**config.mk**
```make
export PLATFORM = sky130hd
export DESIGN_NAME = ocdio_top
export DESIGN_NICKNAME = d
export VERILOG_FILES = /design/src/ocdio_pkg.sv /design/src/ocdio_top.sv
export VERILOG_INCLUDE_DIRS = /design/src
export SDC_FILE = /design/constraint.sdc
export NUM_CORES = 1
export LEC_CHECK = 0
export ABC_AREA = 1
export BUFFER_PORTS_ARGS = -buffer_cell sky130_fd_sc_hd__clkbuf_2
export CORE_ASPECT_RATIO = 0.6
export CORE_MARGIN = 4
export CORE_UTILIZATION = 56
export CTS_BUF_LIST = sky130_fd_sc_hd__clkbuf_2
export DETAILED_ROUTE_END_ITERATION = 8
export PLACE_DENSITY = 0.79
export RECOVER_POWER = 100
export SYNTH_ARGS = -nofsm -noshare
export SYNTH_HDL_FRONTEND = slang
export SYNTH_SLANG_ARGS = --single-unit
```
**constraint.sdc**
```tcl
create_clock -name i_clk_sys -period 1.37 [get_ports i_clk_sys]
set_input_delay 0.137 -clock i_clk_sys [delete_from_list [all_inputs] [get_ports i_clk_sys]]
set_output_delay 0.137 -clock i_clk_sys [all_outputs]
set_load 0.01 [all_outputs]
```
**src/ocdio_cfg.svh**
```systemverilog
// Register map, reset values, field positions and the operation summary
//
// Operation
// - Twenty-four channels as three eight-bit ports; A is 7..0, C is 23..16.
// - Writing one to a port bit turns that channel's driver off.
// - Each port register latches the written byte; it drives the channels.
// - A latched zero enables the driver, pulling the channel low.
// - Port read returns live level where latched one, zero where latched zero.
// - Card reset loads all three port registers with all ones.
// - A Port C channel interrupts only when latched one and enabled.
// - Four detect modes: low level, high level, falling edge, rising edge.
// - Upper and lower Port C nibbles have separate mode fields.
// - Detected conditions set sticky status bits that keep accumulating.
// - Status clears only on acknowledge one with the condition gone.
// - After any acknowledge, interrupt re-raises while status is nonzero.
// - A persisting level source keeps its status set through the acknowledge.
// - External input has the same modes, enable, status and acknowledge.
// - Ports at 0..2, enable at 5, mode at 6, status/ack at 7.
// - Mode codes: 00 low, 01 high, 10 falling, 11 rising.
// - Mode reg: bit7 ext status/ack, 6 ext enable, 5:4, 3:2, 1:0 modes.
// - Enable bit n enables Port C source n.
`ifndef OCDIO_CFG_SVH
`define OCDIO_CFG_SVH
`define OCDIO_OFS_PORT_A  3'h0
`define OCDIO_OFS_PORT_B  3'h1
`define OCDIO_OFS_PORT_C  3'h2
`define OCDIO_OFS_IRQ_EN  3'h5
`define OCDIO_OFS_MODE    3'h6
`define OCDIO_OFS_STATUS  3'h7
`define OCDIO_OFS_HOLE_LO 3'h3
`define OCDIO_OFS_HOLE_HI 3'h4
`define OCDIO_PORT_RST    8'hff
`define OCDIO_EN_RST      8'h00
`define OCDIO_MODE_RST    8'h00
`define OCDIO_EXT_STAT_B  7
`define OCDIO_EXT_EN_B    6
`define OCDIO_EXT_MODE_LO 4
`define OCDIO_UP_MODE_LO  2
`define OCDIO_LO_MODE_LO  0
`endif

```
**src/ocdio_pkg.sv**
```systemverilog
// Types shared by the digital I/O block
package ocdio_pkg;
   typedef enum logic [1:0] {
      OCDIO_LVL_LOW, OCDIO_LVL_HIGH, OCDIO_EDGE_FALL, OCDIO_EDGE_RISE
   } ocdio_mode_e;

   typedef struct packed {
      logic       wr;
      logic       rd;
      logic [2:0] addr;
      logic [7:0] wdata;
   } ocdio_bus_s;

   typedef struct packed {
      logic [7:0] port_a_r;
      logic [7:0] port_b_r;
      logic [7:0] port_c_r;
      logic [7:0] irq_en_r;
      logic       ext_en_r;
      logic [1:0] ext_mode_r;
      logic [1:0] up_mode_r;
      logic [1:0] lo_mode_r;
      logic [7:0] pend_r;
      logic       ext_pend_r;
      logic [8:0] prev_r;
      logic [7:0] rdata_r;
   } ocdio_state_s;
endpackage : ocdio_pkg

```
**src/ocdio_top.sv**
```systemverilog
// Twenty-four channel open-collector I/O block with Port C interrupts
`timescale 1ns/1ps
`include "ocdio_cfg.svh"
module ocdio_top #(
   parameter int PORT_W  = 8,
   parameter int N_PORTS = 3
) (
   // Clock and reset
   input  wire logic              i_clk_sys,
   input  wire logic              i_rst,
   // Host register port
   input  wire ocdio_pkg::ocdio_bus_s i_bus,
   output logic [7:0]             o_rdata,
   output logic                   o_irq,
   // Channel pins: A 7..0, B 15..8, C 23..16
   input  wire logic [23:0]       i_io_channels,
   output logic [23:0]            o_io_channels,
   output logic [23:0]            o_io_channels_oe_n,
   // External interrupt pin
   input  wire logic              i_ext_irq
);
   import ocdio_pkg::*;

   // Only three byte-wide ports are served by the register map
   if (PORT_W != 8 || N_PORTS != 3) begin : g_bad_geometry
      $error("unsupported port geometry");
   end

   ocdio_state_s st_r;
   ocdio_state_s st_nxt;
   logic [8:0]   meta_r;
   logic [8:0]   sync_r;
   logic [23:0]  live;
   logic [7:0]   live_c;
   logic [8:0]   cond;
   logic [8:0]   src_on;
   logic [8:0]   ack;
   logic [23:0]  latch;

   // Detect condition for one source given its mode field
   function automatic logic detect(input logic [1:0] m, input logic cur,
                                   input logic prv);
      unique case (ocdio_mode_e'(m))
         OCDIO_LVL_LOW:   detect = !cur;
         OCDIO_LVL_HIGH:  detect = cur;
         OCDIO_EDGE_FALL: detect = prv && !cur;
         OCDIO_EDGE_RISE: detect = !prv && cur;
      endcase
   endfunction : detect

   ////////////////////////////////////////////////////////////////////////
   // Pin synchronisers
   always_ff @(posedge i_clk_sys) begin
      meta_r <= {i_ext_irq, i_io_channels[23:16]};
      sync_r <= meta_r;
   end

   logic [15:0] meta_ab_r;
   logic [15:0] sync_ab_r;
   always_ff @(posedge i_clk_sys) begin
      meta_ab_r <= i_io_channels[15:0];
      sync_ab_r <= meta_ab_r;
   end

   assign live   = {sync_r[7:0], sync_ab_r};
   assign live_c = sync_r[7:0];
   assign latch  = {st_r.port_c_r, st_r.port_b_r, st_r.port_a_r};

   ////////////////////////////////////////////////////////////////////////
   // Open-collector drivers: oe low drives the pin low
   assign o_io_channels      = '0;
   assign o_io_channels_oe_n = latch;

   ////////////////////////////////////////////////////////////////////////
   // Interrupt detection
   generate
      for (genvar g = 0; g < 8; g++) begin : g_src
         assign cond[g] = detect(g < 4 ? st_r.lo_mode_r : st_r.up_mode_r,
                                 live_c[g], st_r.prev_r[g]);
         assign src_on[g] = st_r.port_c_r[g] && st_r.irq_en_r[g];
      end
   endgenerate
   assign cond[8]   = detect(st_r.ext_mode_r, sync_r[8],
                             st_r.prev_r[8]);
   assign src_on[8] = st_r.ext_en_r;

   always_comb begin
      ack = '0;
      if (i_bus.wr && i_bus.addr == `OCDIO_OFS_STATUS)
         ack[7:0] = i_bus.wdata;
      if (i_bus.wr && i_bus.addr == `OCDIO_OFS_MODE)
         ack[8] = i_bus.wdata[`OCDIO_EXT_STAT_B];
   end

   ////////////////////////////////////////////////////////////////////////
   // Next-state logic
   always_comb begin
      logic [8:0] set;
      logic [8:0] pend;
      set    = cond & src_on;
      pend   = {st_r.ext_pend_r, st_r.pend_r};
      st_nxt = st_r;
      st_nxt.prev_r = sync_r;
      // Set wins over acknowledge; clear only if condition gone
      pend = (pend & ~(ack & ~cond)) | set;
      st_nxt.pend_r     = pend[7:0];
      st_nxt.ext_pend_r = pend[8];
      if (i_bus.wr) begin
         unique case (i_bus.addr)
            `OCDIO_OFS_PORT_A: st_nxt.port_a_r = i_bus.wdata;
            `OCDIO_OFS_PORT_B: st_nxt.port_b_r = i_bus.wdata;
            `OCDIO_OFS_PORT_C: st_nxt.port_c_r = i_bus.wdata;
            `OCDIO_OFS_IRQ_EN: st_nxt.irq_en_r = i_bus.wdata;
            `OCDIO_OFS_MODE: begin
               st_nxt.ext_en_r   = i_bus.wdata[`OCDIO_EXT_EN_B];
               st_nxt.ext_mode_r = i_bus.wdata[`OCDIO_EXT_MODE_LO +: 2];
               st_nxt.up_mode_r  = i_bus.wdata[`OCDIO_UP_MODE_LO +: 2];
               st_nxt.lo_mode_r  = i_bus.wdata[`OCDIO_LO_MODE_LO +: 2];
            end
            default: ;
         endcase
      end
      st_nxt.rdata_r = st_r.rdata_r;
      if (i_bus.rd) begin
         unique case (i_bus.addr)
            `OCDIO_OFS_PORT_A: st_nxt.rdata_r = live[7:0] & latch[7:0];
            `OCDIO_OFS_PORT_B: st_nxt.rdata_r = live[15:8] & latch[15:8];
            `OCDIO_OFS_PORT_C: st_nxt.rdata_r = live[23:16] & latch[23:16];
            `OCDIO_OFS_IRQ_EN: st_nxt.rdata_r = st_r.irq_en_r;
            `OCDIO_OFS_MODE:   st_nxt.rdata_r = {st_r.ext_pend_r,
               st_r.ext_en_r, st_r.ext_mode_r, st_r.up_mode_r,
               st_r.lo_mode_r};
            `OCDIO_OFS_STATUS: st_nxt.rdata_r = st_r.pend_r;
            default:           st_nxt.rdata_r = 8'h00;
         endcase
      end
   end

   always_ff @(posedge i_clk_sys) begin
      if (i_rst) begin
         st_r          <= '0;
         st_r.port_a_r <= `OCDIO_PORT_RST;
         st_r.port_b_r <= `OCDIO_PORT_RST;
         st_r.port_c_r <= `OCDIO_PORT_RST;
         st_r.irq_en_r <= `OCDIO_EN_RST;
         st_r.prev_r   <= '1;
      end else begin
         st_r <= st_nxt;
      end
   end

   assign o_rdata = st_r.rdata_r;
   assign o_irq   = |st_r.pend_r || st_r.ext_pend_r;

   ////////////////////////////////////////////////////////////////////////
   // Checks
   AST_RESET_PORTS: assert property (@(posedge i_clk_sys)
      i_rst |=> latch == 24'hffffff)
      else $error("ports not all ones after reset");
   AST_PORT_WRITE: assert property (@(posedge i_clk_sys) disable iff (i_rst)
      i_bus.wr && i_bus.addr == 3'h0 |=> st_r.port_a_r == $past(i_bus.wdata))
      else $error("port A write not latched");
   AST_DRIVE_LOW: assert property (@(posedge i_clk_sys)
      o_io_channels_oe_n == latch && o_io_channels == '0)
      else $error("driver does not follow latch");
   AST_READ_MASK: assert property (@(posedge i_clk_sys) disable iff (i_rst)
      i_bus.rd && i_bus.addr == 3'h2 |=> (o_rdata & ~$past(st_r.port_c_r)) == 0)
      else $error("masked channel read nonzero");
   AST_NO_SRC: assert property (@(posedge i_clk_sys) disable iff (i_rst)
      !st_r.port_c_r[0] && !st_r.pend_r[0] && !ack[0] |=> !st_r.pend_r[0])
      else $error("output channel raised status");
   AST_STICKY: assert property (@(posedge i_clk_sys) disable iff (i_rst)
      st_r.pend_r[3] && !ack[3] |=> st_r.pend_r[3])
      else $error("status dropped without ack");
   AST_ACK_CLEAR: assert property (@(posedge i_clk_sys) disable iff (i_rst)
      st_r.pend_r[1] && ack[1] && !cond[1] |=> !st_r.pend_r[1])
      else $error("acknowledged status not cleared");
   AST_LEVEL_HOLD: assert property (@(posedge i_clk_sys) disable iff (i_rst)
      ack[2] && cond[2] |=> st_r.pend_r[2] == $past(st_r.pend_r[2] || src_on[2]))
      else $error("level source lost on ack");
   AST_IRQ: assert property (@(posedge i_clk_sys) disable iff (i_rst)
      o_irq == (st_r.pend_r != 8'h00 || st_r.ext_pend_r))
      else $error("request does not match status");
   AST_EXT_MODE: assert property (@(posedge i_clk_sys) disable iff (i_rst)
      i_bus.wr && i_bus.addr == 3'h6 |=> st_r.ext_en_r == $past(i_bus.wdata[6]))
      else $error("external enable not written");

   AST_PORT_B_WRITE: assert property (@(posedge i_clk_sys)
      disable iff (i_rst)
      i_bus.wr && i_bus.addr == `OCDIO_OFS_PORT_B
      |=> st_r.port_b_r == $past(i_bus.wdata))
      else $error("port B write not latched");

   AST_PORT_C_WRITE: assert property (@(posedge i_clk_sys)
      disable iff (i_rst)
      i_bus.wr && i_bus.addr == `OCDIO_OFS_PORT_C
      |=> st_r.port_c_r == $past(i_bus.wdata))
      else $error("port C write not latched");

   AST_EN_WRITE: assert property (@(posedge i_clk_sys)
      disable iff (i_rst)
      i_bus.wr && i_bus.addr == `OCDIO_OFS_IRQ_EN
      |=> st_r.irq_en_r == $past(i_bus.wdata))
      else $error("enable write not latched");

   AST_MODE_WRITE: assert property (@(posedge i_clk_sys)
      disable iff (i_rst)
      i_bus.wr && i_bus.addr == `OCDIO_OFS_MODE
      |=> {st_r.ext_mode_r, st_r.up_mode_r, st_r.lo_mode_r}
          == $past(i_bus.wdata[5:0]))
      else $error("mode fields not latched");

   AST_READ_A: assert property (@(posedge i_clk_sys)
      disable iff (i_rst)
      i_bus.rd && i_bus.addr == `OCDIO_OFS_PORT_A
      |=> o_rdata == $past(sync_ab_r[7:0] & st_r.port_a_r))
      else $error("port A read wrong");

   AST_READ_B: assert property (@(posedge i_clk_sys)
      disable iff (i_rst)
      i_bus.rd && i_bus.addr == `OCDIO_OFS_PORT_B
      |=> o_rdata == $past(sync_ab_r[15:8] & st_r.port_b_r))
      else $error("port B read wrong");

   AST_READ_STATUS: assert property (@(posedge i_clk_sys)
      disable iff (i_rst)
      i_bus.rd && i_bus.addr == `OCDIO_OFS_STATUS
      |=> o_rdata == $past(st_r.pend_r))
      else $error("status read wrong");

   AST_READ_MODE: assert property (@(posedge i_clk_sys)
      disable iff (i_rst)
      i_bus.rd && i_bus.addr == `OCDIO_OFS_MODE
      |=> o_rdata[7:6] == $past({st_r.ext_pend_r, st_r.ext_en_r}))
      else $error("mode read wrong");

   AST_READ_HOLE: assert property (@(posedge i_clk_sys)
      disable iff (i_rst)
      i_bus.rd && (i_bus.addr == `OCDIO_OFS_HOLE_LO ||
                   i_bus.addr == `OCDIO_OFS_HOLE_HI)
      |=> o_rdata == 8'h00)
      else $error("unused offset read nonzero");

   AST_WRITE_HOLE: assert property (@(posedge i_clk_sys)
      disable iff (i_rst)
      i_bus.wr && (i_bus.addr == `OCDIO_OFS_HOLE_LO ||
                   i_bus.addr == `OCDIO_OFS_HOLE_HI)
      |=> $stable({latch, st_r.irq_en_r, st_r.ext_en_r, st_r.ext_mode_r,
                   st_r.up_mode_r, st_r.lo_mode_r}))
      else $error("unused offset write changed state");

   AST_RDATA_HOLD: assert property (@(posedge i_clk_sys)
      disable iff (i_rst)
      !i_bus.rd |=> $stable(o_rdata))
      else $error("read data changed without read");

   AST_RESET_IRQ: assert property (@(posedge i_clk_sys)
      i_rst |=> !o_irq && o_rdata == 8'h00)
      else $error("request or read data live after reset");

   AST_IRQ_AFTER_ACK: assert property (@(posedge i_clk_sys)
      disable iff (i_rst)
      i_bus.wr && i_bus.addr == `OCDIO_OFS_STATUS &&
      (st_r.pend_r & ~i_bus.wdata) != 8'h00 |=> o_irq)
      else $error("request dropped with status left");

   // Independent restatement of the mode codes, per Port C source
   generate
      for (genvar k = 0; k < 8; k++) begin : g_src_chk
         logic [1:0] m_chk;
         logic       hit;
         assign m_chk = (k < 4) ? st_r.lo_mode_r : st_r.up_mode_r;
         assign hit   = m_chk[1] ?
            (live_c[k] != st_r.prev_r[k] && live_c[k] == m_chk[0]) :
            (live_c[k] == m_chk[0]);

         AST_SRC_SET: assert property (@(posedge i_clk_sys)
            disable iff (i_rst)
            st_r.port_c_r[k] && st_r.irq_en_r[k] && hit
            |=> st_r.pend_r[k])
            else $error("Port C condition did not set status");

         AST_SRC_STICKY: assert property (@(posedge i_clk_sys)
            disable iff (i_rst)
            st_r.pend_r[k] && !ack[k] |=> st_r.pend_r[k])
            else $error("Port C status dropped without ack");
      end
   endgenerate

   // Same restatement for the external source
   logic ext_hit;
   assign ext_hit = st_r.ext_mode_r[1] ?
      (sync_r[8] != st_r.prev_r[8] && sync_r[8] == st_r.ext_mode_r[0]) :
      (sync_r[8] == st_r.ext_mode_r[0]);

   AST_EXT_SET: assert property (@(posedge i_clk_sys)
      disable iff (i_rst)
      st_r.ext_en_r && ext_hit |=> st_r.ext_pend_r)
      else $error("external condition did not set status");

   AST_EXT_STICKY: assert property (@(posedge i_clk_sys)
      disable iff (i_rst)
      st_r.ext_pend_r && !ack[8] |=> st_r.ext_pend_r)
      else $error("external status dropped without ack");

   AST_EXT_CLEAR: assert property (@(posedge i_clk_sys)
      disable iff (i_rst)
      st_r.ext_pend_r && ack[8] && !ext_hit |=> !st_r.ext_pend_r)
      else $error("external status not cleared");

   ////////////////////////////////////////////////////////////////////////
   // Scenario coverage
   COV_IRQ: cover property (@(posedge i_clk_sys) $rose(o_irq));
   COV_REARM: cover property (@(posedge i_clk_sys)
      ack[7] && cond[7] && st_r.pend_r[7]);
   COV_EXT: cover property (@(posedge i_clk_sys) $rose(st_r.ext_pend_r));
   COV_ACK: cover property (@(posedge i_clk_sys) $fell(o_irq));
endmodule : ocdio_top

```
# Yosys cells after proc, flatten, opt, wreduce, memory -nomap -nowiden
# Cells that the tools add are included.
# W data, S select, Z words.
dict set report op_classes {
  eq_ne 14
  mux 12
  bitwise_logic 9
  reduce_logical 57
}
# cell n
set op_table {}
lappend op_table {{$pmux W8 S6} 1}
lappend op_table {{$pmux W1 S4} 9}
lappend op_table {{$logic_and A1 B1 Y1} 28}
lappend op_table {{$and A9 B9 Y9} 3}
lappend op_table {{$and A8 B8 Y8} 3}
lappend op_table {{$logic_not A1 Y1} 18}
lappend op_table {{$not A9 Y9} 2}
lappend op_table {{$eq A2 B2 Y1 const B} 6}
lappend op_table {{$reduce_and A2 Y1} 5}
lappend op_table {{$eq A3 B3 Y1 const B} 3}
lappend op_table {{$or A9 B9 Y9} 1}
lappend op_table {{$mux W8} 1}
lappend op_table {{$reduce_or A8 Y1} 1}
lappend op_table {{$eq A2 B1 Y1 const B} 3}
lappend op_table {{$logic_not A2 Y1} 3}
lappend op_table {{$eq A3 B1 Y1 const B} 1}
lappend op_table {{$eq A3 B2 Y1 const B} 1}
lappend op_table {{$logic_not A3 Y1} 1}
lappend op_table {{$logic_or A1 B1 Y1} 1}
lappend op_table {{$mux W1} 1}
dict set report word_totals {
  reg_bits 115
  input_bits 40
  output_inout_bits 57
  wordCells 108
}

# Logic depth before layout (Yosys ltp)
# Gate-level depths: netlist of run 1.
dict set report logic_depth {
  depth_word 8
  depth_mapped 9
  ltp_nobuf 8
}

# Least setup slack after synthesis of run 1
# No wires, ideal clock.
dict set report synth_timing {
  path_kind {input to register}
  startpoint {input i_bus[10] (netlist bit)}
  endpoint {register st_r (netlist bit o_io_channels_oe_n[6])}
  setup_time_ps 138
  t_arrival_ps 1021
  required_time_ps 1232
  setup_slack_ps 211
  path_stages 9
  path_buffers 3
  cell_sequence {buf_2 inv_2 buf_4 nand2_2 nor2_1 inv_2 buf_6 nand2_1 o211ai_1}
}
dict set report synth_between {
  elab_chain_cells 2
}
# element line_no
set synth_rtl {}
lappend synth_rtl {{start: declaration} ocdio_top.sv:12} ;# input wire ocdio_pkg::ocdio_bus_s i_bus,
lappend synth_rtl {{$logic_not A3 Y1} ocdio_top.sv:109} ;# unique case (i_bus.addr)
lappend synth_rtl {{$reduce_and A2 Y1 (no source line)} -}
lappend synth_rtl {{end signal: assignment} ocdio_top.sv:148} ;# st_r <= st_nxt;
lappend synth_rtl {{end: declaration} ocdio_top.sv:29} ;# ocdio_state_s st_r;
# No other way between the ends.
# A chain may end at the register's enable or synchronous reset.

==> impl_metrics.yaml, run 1 <==
synth:
  synth_enable_flop_cells: 0
  synth_area_per_cell_um2: 8.26
  ys.warnings.count: 0
  synth-seq-cells: 115
  netlist_instances: 551
  syn-cell-area_um2: 4550
  async_flop_share: 0
  synth_cell_type_count: 24
  synth_seq_area_share: 0.506
  synth_top_flop_cell: "dfxtp_1"
floorplan:
  die_width_um: 124
  io-pin-count: 97
  core.rowCount: 25
  initial_core_util: 0.578
  die_height_um: 77.8
  dieArea_um2: 9680
  coreArea_um2: 7880
hold_path:
  hold_start: "i_bus[9]"
  timing.hold.worst.class: "input port to register"
  worst_hold_path.num_cells: 8
  worstHoldEndpoint: "o_rdata[5]$_SDFFE_PP0P_"
grt:
  grt_max_degree: 58
  grtUsageTotal: 0.263
  via_count_of_the_first_global_routing_pass: 3842
  global_route_wire_length_before_repair_um: 19800
  number_of_antenna_violations_at_the_first_check_in_global_routing: 0
  grt_overflow: 0
power_and_ir_drop:
  power_per_cell_area_nw_per_um2: 1170
  power.static_leakage_uw: 0.00279
  vdd_ir_drop_max_mv: 0.883
  p_total_uw: 6770
timing:
  rsz0062_at_grt: "true"
  worst_pin_slew_ps: 699
  final_hold_viol_count: 0
  slew_violations: 0
  worst_slack_ps: -347
  setup_violations: 8
  max_freq_ghz: 0.583
  fin_crit_sh: 1.25
  totalNegativeSetupSlack_ps: -1190
  final.min_clock_period_ps: 1720
  fin_skew_ps: 26.8
  slew-limit-headroom: 0.534
route:
  antenna_left: 0
  detail_route.wl_per_cell_um: 16.6
  drc: 0
  wl_met2_um: 5740
  dr.pass1.iters: 6
  num_vias: 4160
  dr.max_layer_used: "met4"
  totalWireLength_um: 13000
  met1_length_um: 5450
  drtIter0Drc: 552
  routed_via_density: 5.29
  met3_wirelength_um: 1710
layout:
  layout.area.seq_um2: 2340
  number_of_nets_in_the_layout: 705
  layout-drive-gt1-share: 0.267
  fill_cell_count: 621
  multi_input_comb_area_um2: 1580
  num_antenna_cells: 0
  areaGrowthSynthToFinish_pct: 27.0
  mostFrequentLayoutCell: "nand2_1"
  layout.cell_area.non_filler_um2: 5780
  mostFrequentLayoutCells: "nand2_1 (114), dfxtp_1 (87), clkbuf_2 (57)"
clock_tree:
  worstSkewPairLatency_ps: 700
  clock_tree.htree_level_count: 4
  clock_sink_count: 115
  max_buffers_root_to_sink: 2
  cts-root-buf: "clkbuf_2"
  cts.clk_slew.worst_paths_ps: 200
  numCtsBuffers: 17
  cts_tree: "done"
placement:
  place_ws_ps: 47.3
  finalWeightedCongestion: 0.924
  dp_hpwl_um: 8540
  numPortBuffers: 72
  placed_cell_area_um2: 4690
worst_setup_path:
  worstReg2RegEnd: "g_src_chk[0].m_chk[0]$_SDFFE_PP0N_"
  critical_path.reg2reg.startpoint: "g_src_chk[0].m_chk[0]$_SDFFE_PP0N_"
  timing.critical_path.required_ps: 2020
  critical_path_class: "input port to register"
  cp_data_arrival_time_ps: 2360
  type_of_element_capturing_the_critical_path: "register"
  worst_reg2reg_path_length_in_cells: 3
  r2r_slack_ps: 100
  critical_path_peak_fanout: 29
  timing.critical_path.from_type: "input port"
run:
  max-cap-violations: 0
run_status:
  outcome: "finished with violations"
  violated_checks: "setup timing"
[cells in the mapped netlist, types with 9 or more instances]
cell / instances / share of area
a21oi_1: 23 / 0.025
a31oi_1: 9 / 0.012
buf_4: 61 / 0.10
dfxtp_1: 115 / 0.51
inv_1: 50 / 0.041
nand2_1: 114 / 0.094
nand3_1: 19 / 0.021
nand4_1: 24 / 0.033
nor2_1: 34 / 0.028
o211ai_1: 32 / 0.053
o21ai_0: 9 / 0.0099
o21ai_1: 24 / 0.026
[repair_timing]
item | in CTS | in global routing
hold endpoints to repair | 81 | 5
hold buffers | 38 | 5
setup buffers | 12 | 11
gates resized for setup | 38 | 71
cloned | 0 | 1
setup endpoints to repair | 30 | 34
[through the flow]
stage                      util  hold slack (ps)  instances
after floorplan               -              165        574
after global placement    0.594              239        688
after detailed placement  0.594              241        688
after CTS                 0.694             28.1        769
after global routing      0.733           -0.119        786
final                     0.733             45.4        786
[layer usage]
layer | vias to the layer above | GRT usage
li1 | 1960 | -
met3 | 19 | 0.111
met4 | 0 | 0.0591
met2 | 278 | 0.387
met1 | 1903 | 0.360
met5 | - | 0
[logic make-up (layout without fill, tap and decap cells)]
family / after synthesis / in the layout / share of synthesized area
buffers and inverters: 135 / 239 / 0.168
AO/OA/AOI/OAI: 98 / 98 / 0.129
AND/OR/NAND/NOR: 202 / 202 / 0.196
flip-flops: 115 / 115 / 0.506
other: 1 / 24 / 0.000824
[state kept, by name, summed over array words and instances (netlist names), 4 cells and up]
name                flops
o_rdata                 8
sync_ab_r              16
meta_ab_r              16
o_io_channels_oe_n     24
meta_r                  9
g_src_chk.m_chk         4
st_r                   28
sync_r                  9
[layout make-up]
cell class	instances	area share
Clock buffer	17	0.0147
Inverter	57	0.0370
Clock inverter	15	0.0312
Tap cell	108	0.0234
Sequential cell	115	0.405
Timing Repair Buffer	150	0.216
Multi-Input combinational cell	324	0.273
[worst max-delay path: stages]
cell	delay, ps
dlygate4sd3_1	530
clkbuf_1	220
inv_1	190
buf_2	450
o21ai_1	130
a21oi_1	130
dlygate4sd3_1	550
[power by group]
| part | switching (µW) | internal (µW) | total [µW] |
|---|---|---|---|
| logic | 407 | 324 | 731 |
| clock network | 1410 | 1030 | 2440 |
| registers | 99.1 | 3500 | 3600 |
[worst max-delay path by stage]
stage                        startpoint                                  end  slack, ps  cells after the start
finish                            i_rst   g_src_chk[0].m_chk[0]$_SDFFE_PP0N_       -350                      7
global route        st_r[24]$_SDFF_PP0_                                o_irq       -440                      3
floorplan                     i_bus[10]   o_io_channels_oe_n[6]$_SDFFE_PP1P_        210                      9
CTS                 st_r[24]$_SDFF_PP0_                                o_irq       -350                      3
detailed placement             i_bus[8]  o_io_channels_oe_n[13]$_SDFFE_PP1P_         50                      7
global placement               i_bus[8]  o_io_channels_oe_n[12]$_SDFFE_PP1P_        110                      7
No activity file was read; power rests on OpenSTA's default activity.
==> inputs of run 2 (changes only) <==
CORE_MARGIN = 2   (was 4)
REMOVE_ABC_BUFFERS = 1   (was not set)
==> run 2 against run 1 <==
  * The flow still finishes with violations (setup timing)
  * Fmax about the same
  * Cell count decreased by 1.4%
  * Power decreased by 9.1%
  * Setup slack got worse by 0.69 ps
  * Sequential share of layout area increased by 1.1 points
  * Wire length decreased by 11%
  * Sequential cell count unchanged
  * Final area decreased by 2.8%
  * Critical path type is now register to output pin
  * Critical endpoint is now o_irq
  * Largest power group unchanged
==> impl_metrics.yaml, run 2 (synthesized netlist as in run 1, its figures left out) <==
timing:
  final_hold_viol_count: 0
  final.min_clock_period_ps: 1720
  totalNegativeSetupSlack_ps: -1560
  worst_pin_slew_ps: 615
  worst_slack_ps: -347
  slew_violations: 0
  max_freq_ghz: 0.582
  setup_violations: 5
  rsz0062_at_grt: "true"
  fin_crit_sh: 1.25
  slew-limit-headroom: 0.590
  fin_skew_ps: 15.6
  hold-worst-slack_ps: 49.7
placement:
  numPortBuffers: 72
  placed_cell_area_um2: 4710
  finalWeightedCongestion: 0.870
  dp_hpwl_um: 7600
  post-place-cells: 689
layout:
  mostFrequentLayoutCells: "nand2_1 (114), dfxtp_1 (86), clkbuf_2 (60)"
  layout.cell_area.non_filler_um2: 5620
  layout-drive-gt1-share: 0.259
  num_antenna_cells: 0
  areaGrowthSynthToFinish_pct: 23.4
  fin_cells: 775
  fill_cell_count: 621
  number_of_nets_in_the_layout: 694
  largest-register: "st_r"
  largest_register_ff_count: 28
  mostFrequentLayoutCell: "nand2_1"
clock_tree:
  worstSkewPairLatency_ps: 680
  cts.clk_slew.worst_paths_ps: 160
  cts-root-buf: "clkbuf_2"
  max_buffers_root_to_sink: 2
  cts_tree: "done"
  clock_tree.htree_level_count: 4
  clock_sink_count: 115
  numCtsBuffers: 17
route:
  totalWireLength_um: 11600
  drtIter0Drc: 324
  detail_route.wl_per_cell_um: 14.9
  routed_via_density: 5.16
  drc: 0
  dr.pass1.iters: 5
  num_vias: 3998
  antenna_left: 0
grt:
  number_of_antenna_violations_at_the_first_check_in_global_routing: 0
  via_count_of_the_first_global_routing_pass: 3752
  grt_max_degree: 32
  grt_overflow: 0
  global_route_wire_length_before_repair_um: 17700
  grtUsageTotal: 0.264
floorplan:
  core.rowCount: 25
  dieArea_um2: 8890
  die_height_um: 73.8
  die_width_um: 120
  io-pin-count: 97
  initial_core_util: 0.578
  coreArea_um2: 7880
run_status:
  outcome: "finished with violations"
  violated_checks: "setup timing"
worst_setup_path:
  setup.worst_path.start: "st_r[24]$_SDFF_PP0_"
  cp_data_arrival_time_ps: 1580
  critical_path_class: "register to output pin"
  critical_path.reg2reg.startpoint: "st_r[31]$_SDFFE_PP0N_"
  type_of_element_capturing_the_critical_path: "output pin"
  timing.critical_path.required_ps: 1230
  timing.critical_path.from_type: "register"
  critical_path_peak_fanout: 4
power_and_ir_drop:
  vdd_ir_drop_max_mv: 0.844
  power_per_cell_area_nw_per_um2: 1100
  power.static_leakage_uw: 0.00273
  p_total_uw: 6160
hold_path:
  hold_start: "i_bus[10]"
  timing.hold.worst.class: "input port to register"
run:
  max-cap-violations: 0
[run 2: cell count changes in the layout (fill, tap and decap cells not counted), moves of 2 or more]
| cell | previous run | this run |
|---|---|---|
| bufinv_16 | 3 | 1 |
| clkinv_4 | 2 | 0 |
| dlygate4sd3_1 | 43 | 41 |
| dfxtp_2 | 26 | 29 |
| dfxtp_4 | 2 | 0 |
| buf_4 | 33 | 25 |
| clkbuf_2 | 57 | 60 |
| inv_6 | 4 | 0 |
| clkinv_2 | 0 | 6 |
[run 2: worst paths after layout]
path	to	slack, ps	cells after the start
worst max-delay path	o_irq	-350	3
worst max register to register	st_r[31]$_SDFFE_PP0N_	80	3
worst min-delay path	st_r[38]$_SDFFE_PP0P_	50	4
worst min register to register	sync_r[3]$_DFF_P_	330	0
[run 2: timing repair]
action                                  4_1_cts  5_1_grt
endpoints found under the setup margin       25       35
hold buffers                                 40        1
pin swaps                                     0        1
resized for setup                            27       74
setup buffers                                 9        5
endpoints found under the hold margin        85        1
[run 2: worst max-delay path, cell delays in order (launching register included)]
cell      delay [ps]
dfxtp_2          370
nor4_2           250
nand3_1          130
clkbuf_2         150
[run 2: cell type report]
type	count	area [µm²]	share of cell area
Sequential cell	115	2340	0.416
Multi-Input combinational cell	324	1580	0.281
Timing Repair Buffer	139	1160	0.207
Inverter	57	214	0.0381
Tap cell	108	135	0.0241
Clock buffer	19	95.1	0.0169
Clock inverter	13	93.8	0.0167
[run 2: per-stage QoR]
stage	setup WS (ps)	utilization
floorplan	261	-
global placement	120	0.597
detailed placement	45.1	0.597
CTS	-379	0.685
global route	-475	0.713
finish	-347	0.713
[run 2: per-layer routing]
metal	vias to the layer above	GRT usage	wire length (µm)
met5	-	0	0
met2	187	0.416	5330
met4	0	0.124	209
met3	21	0.0839	963
met1	1846	0.334	5060
li1	1944	-	-
[run 2: where the power goes]
part           internal [µW]  total [µW]  switching, µW
Clock                    626        1870           1250
Combinational            311         687            376
Sequential              3500        3600           95.0
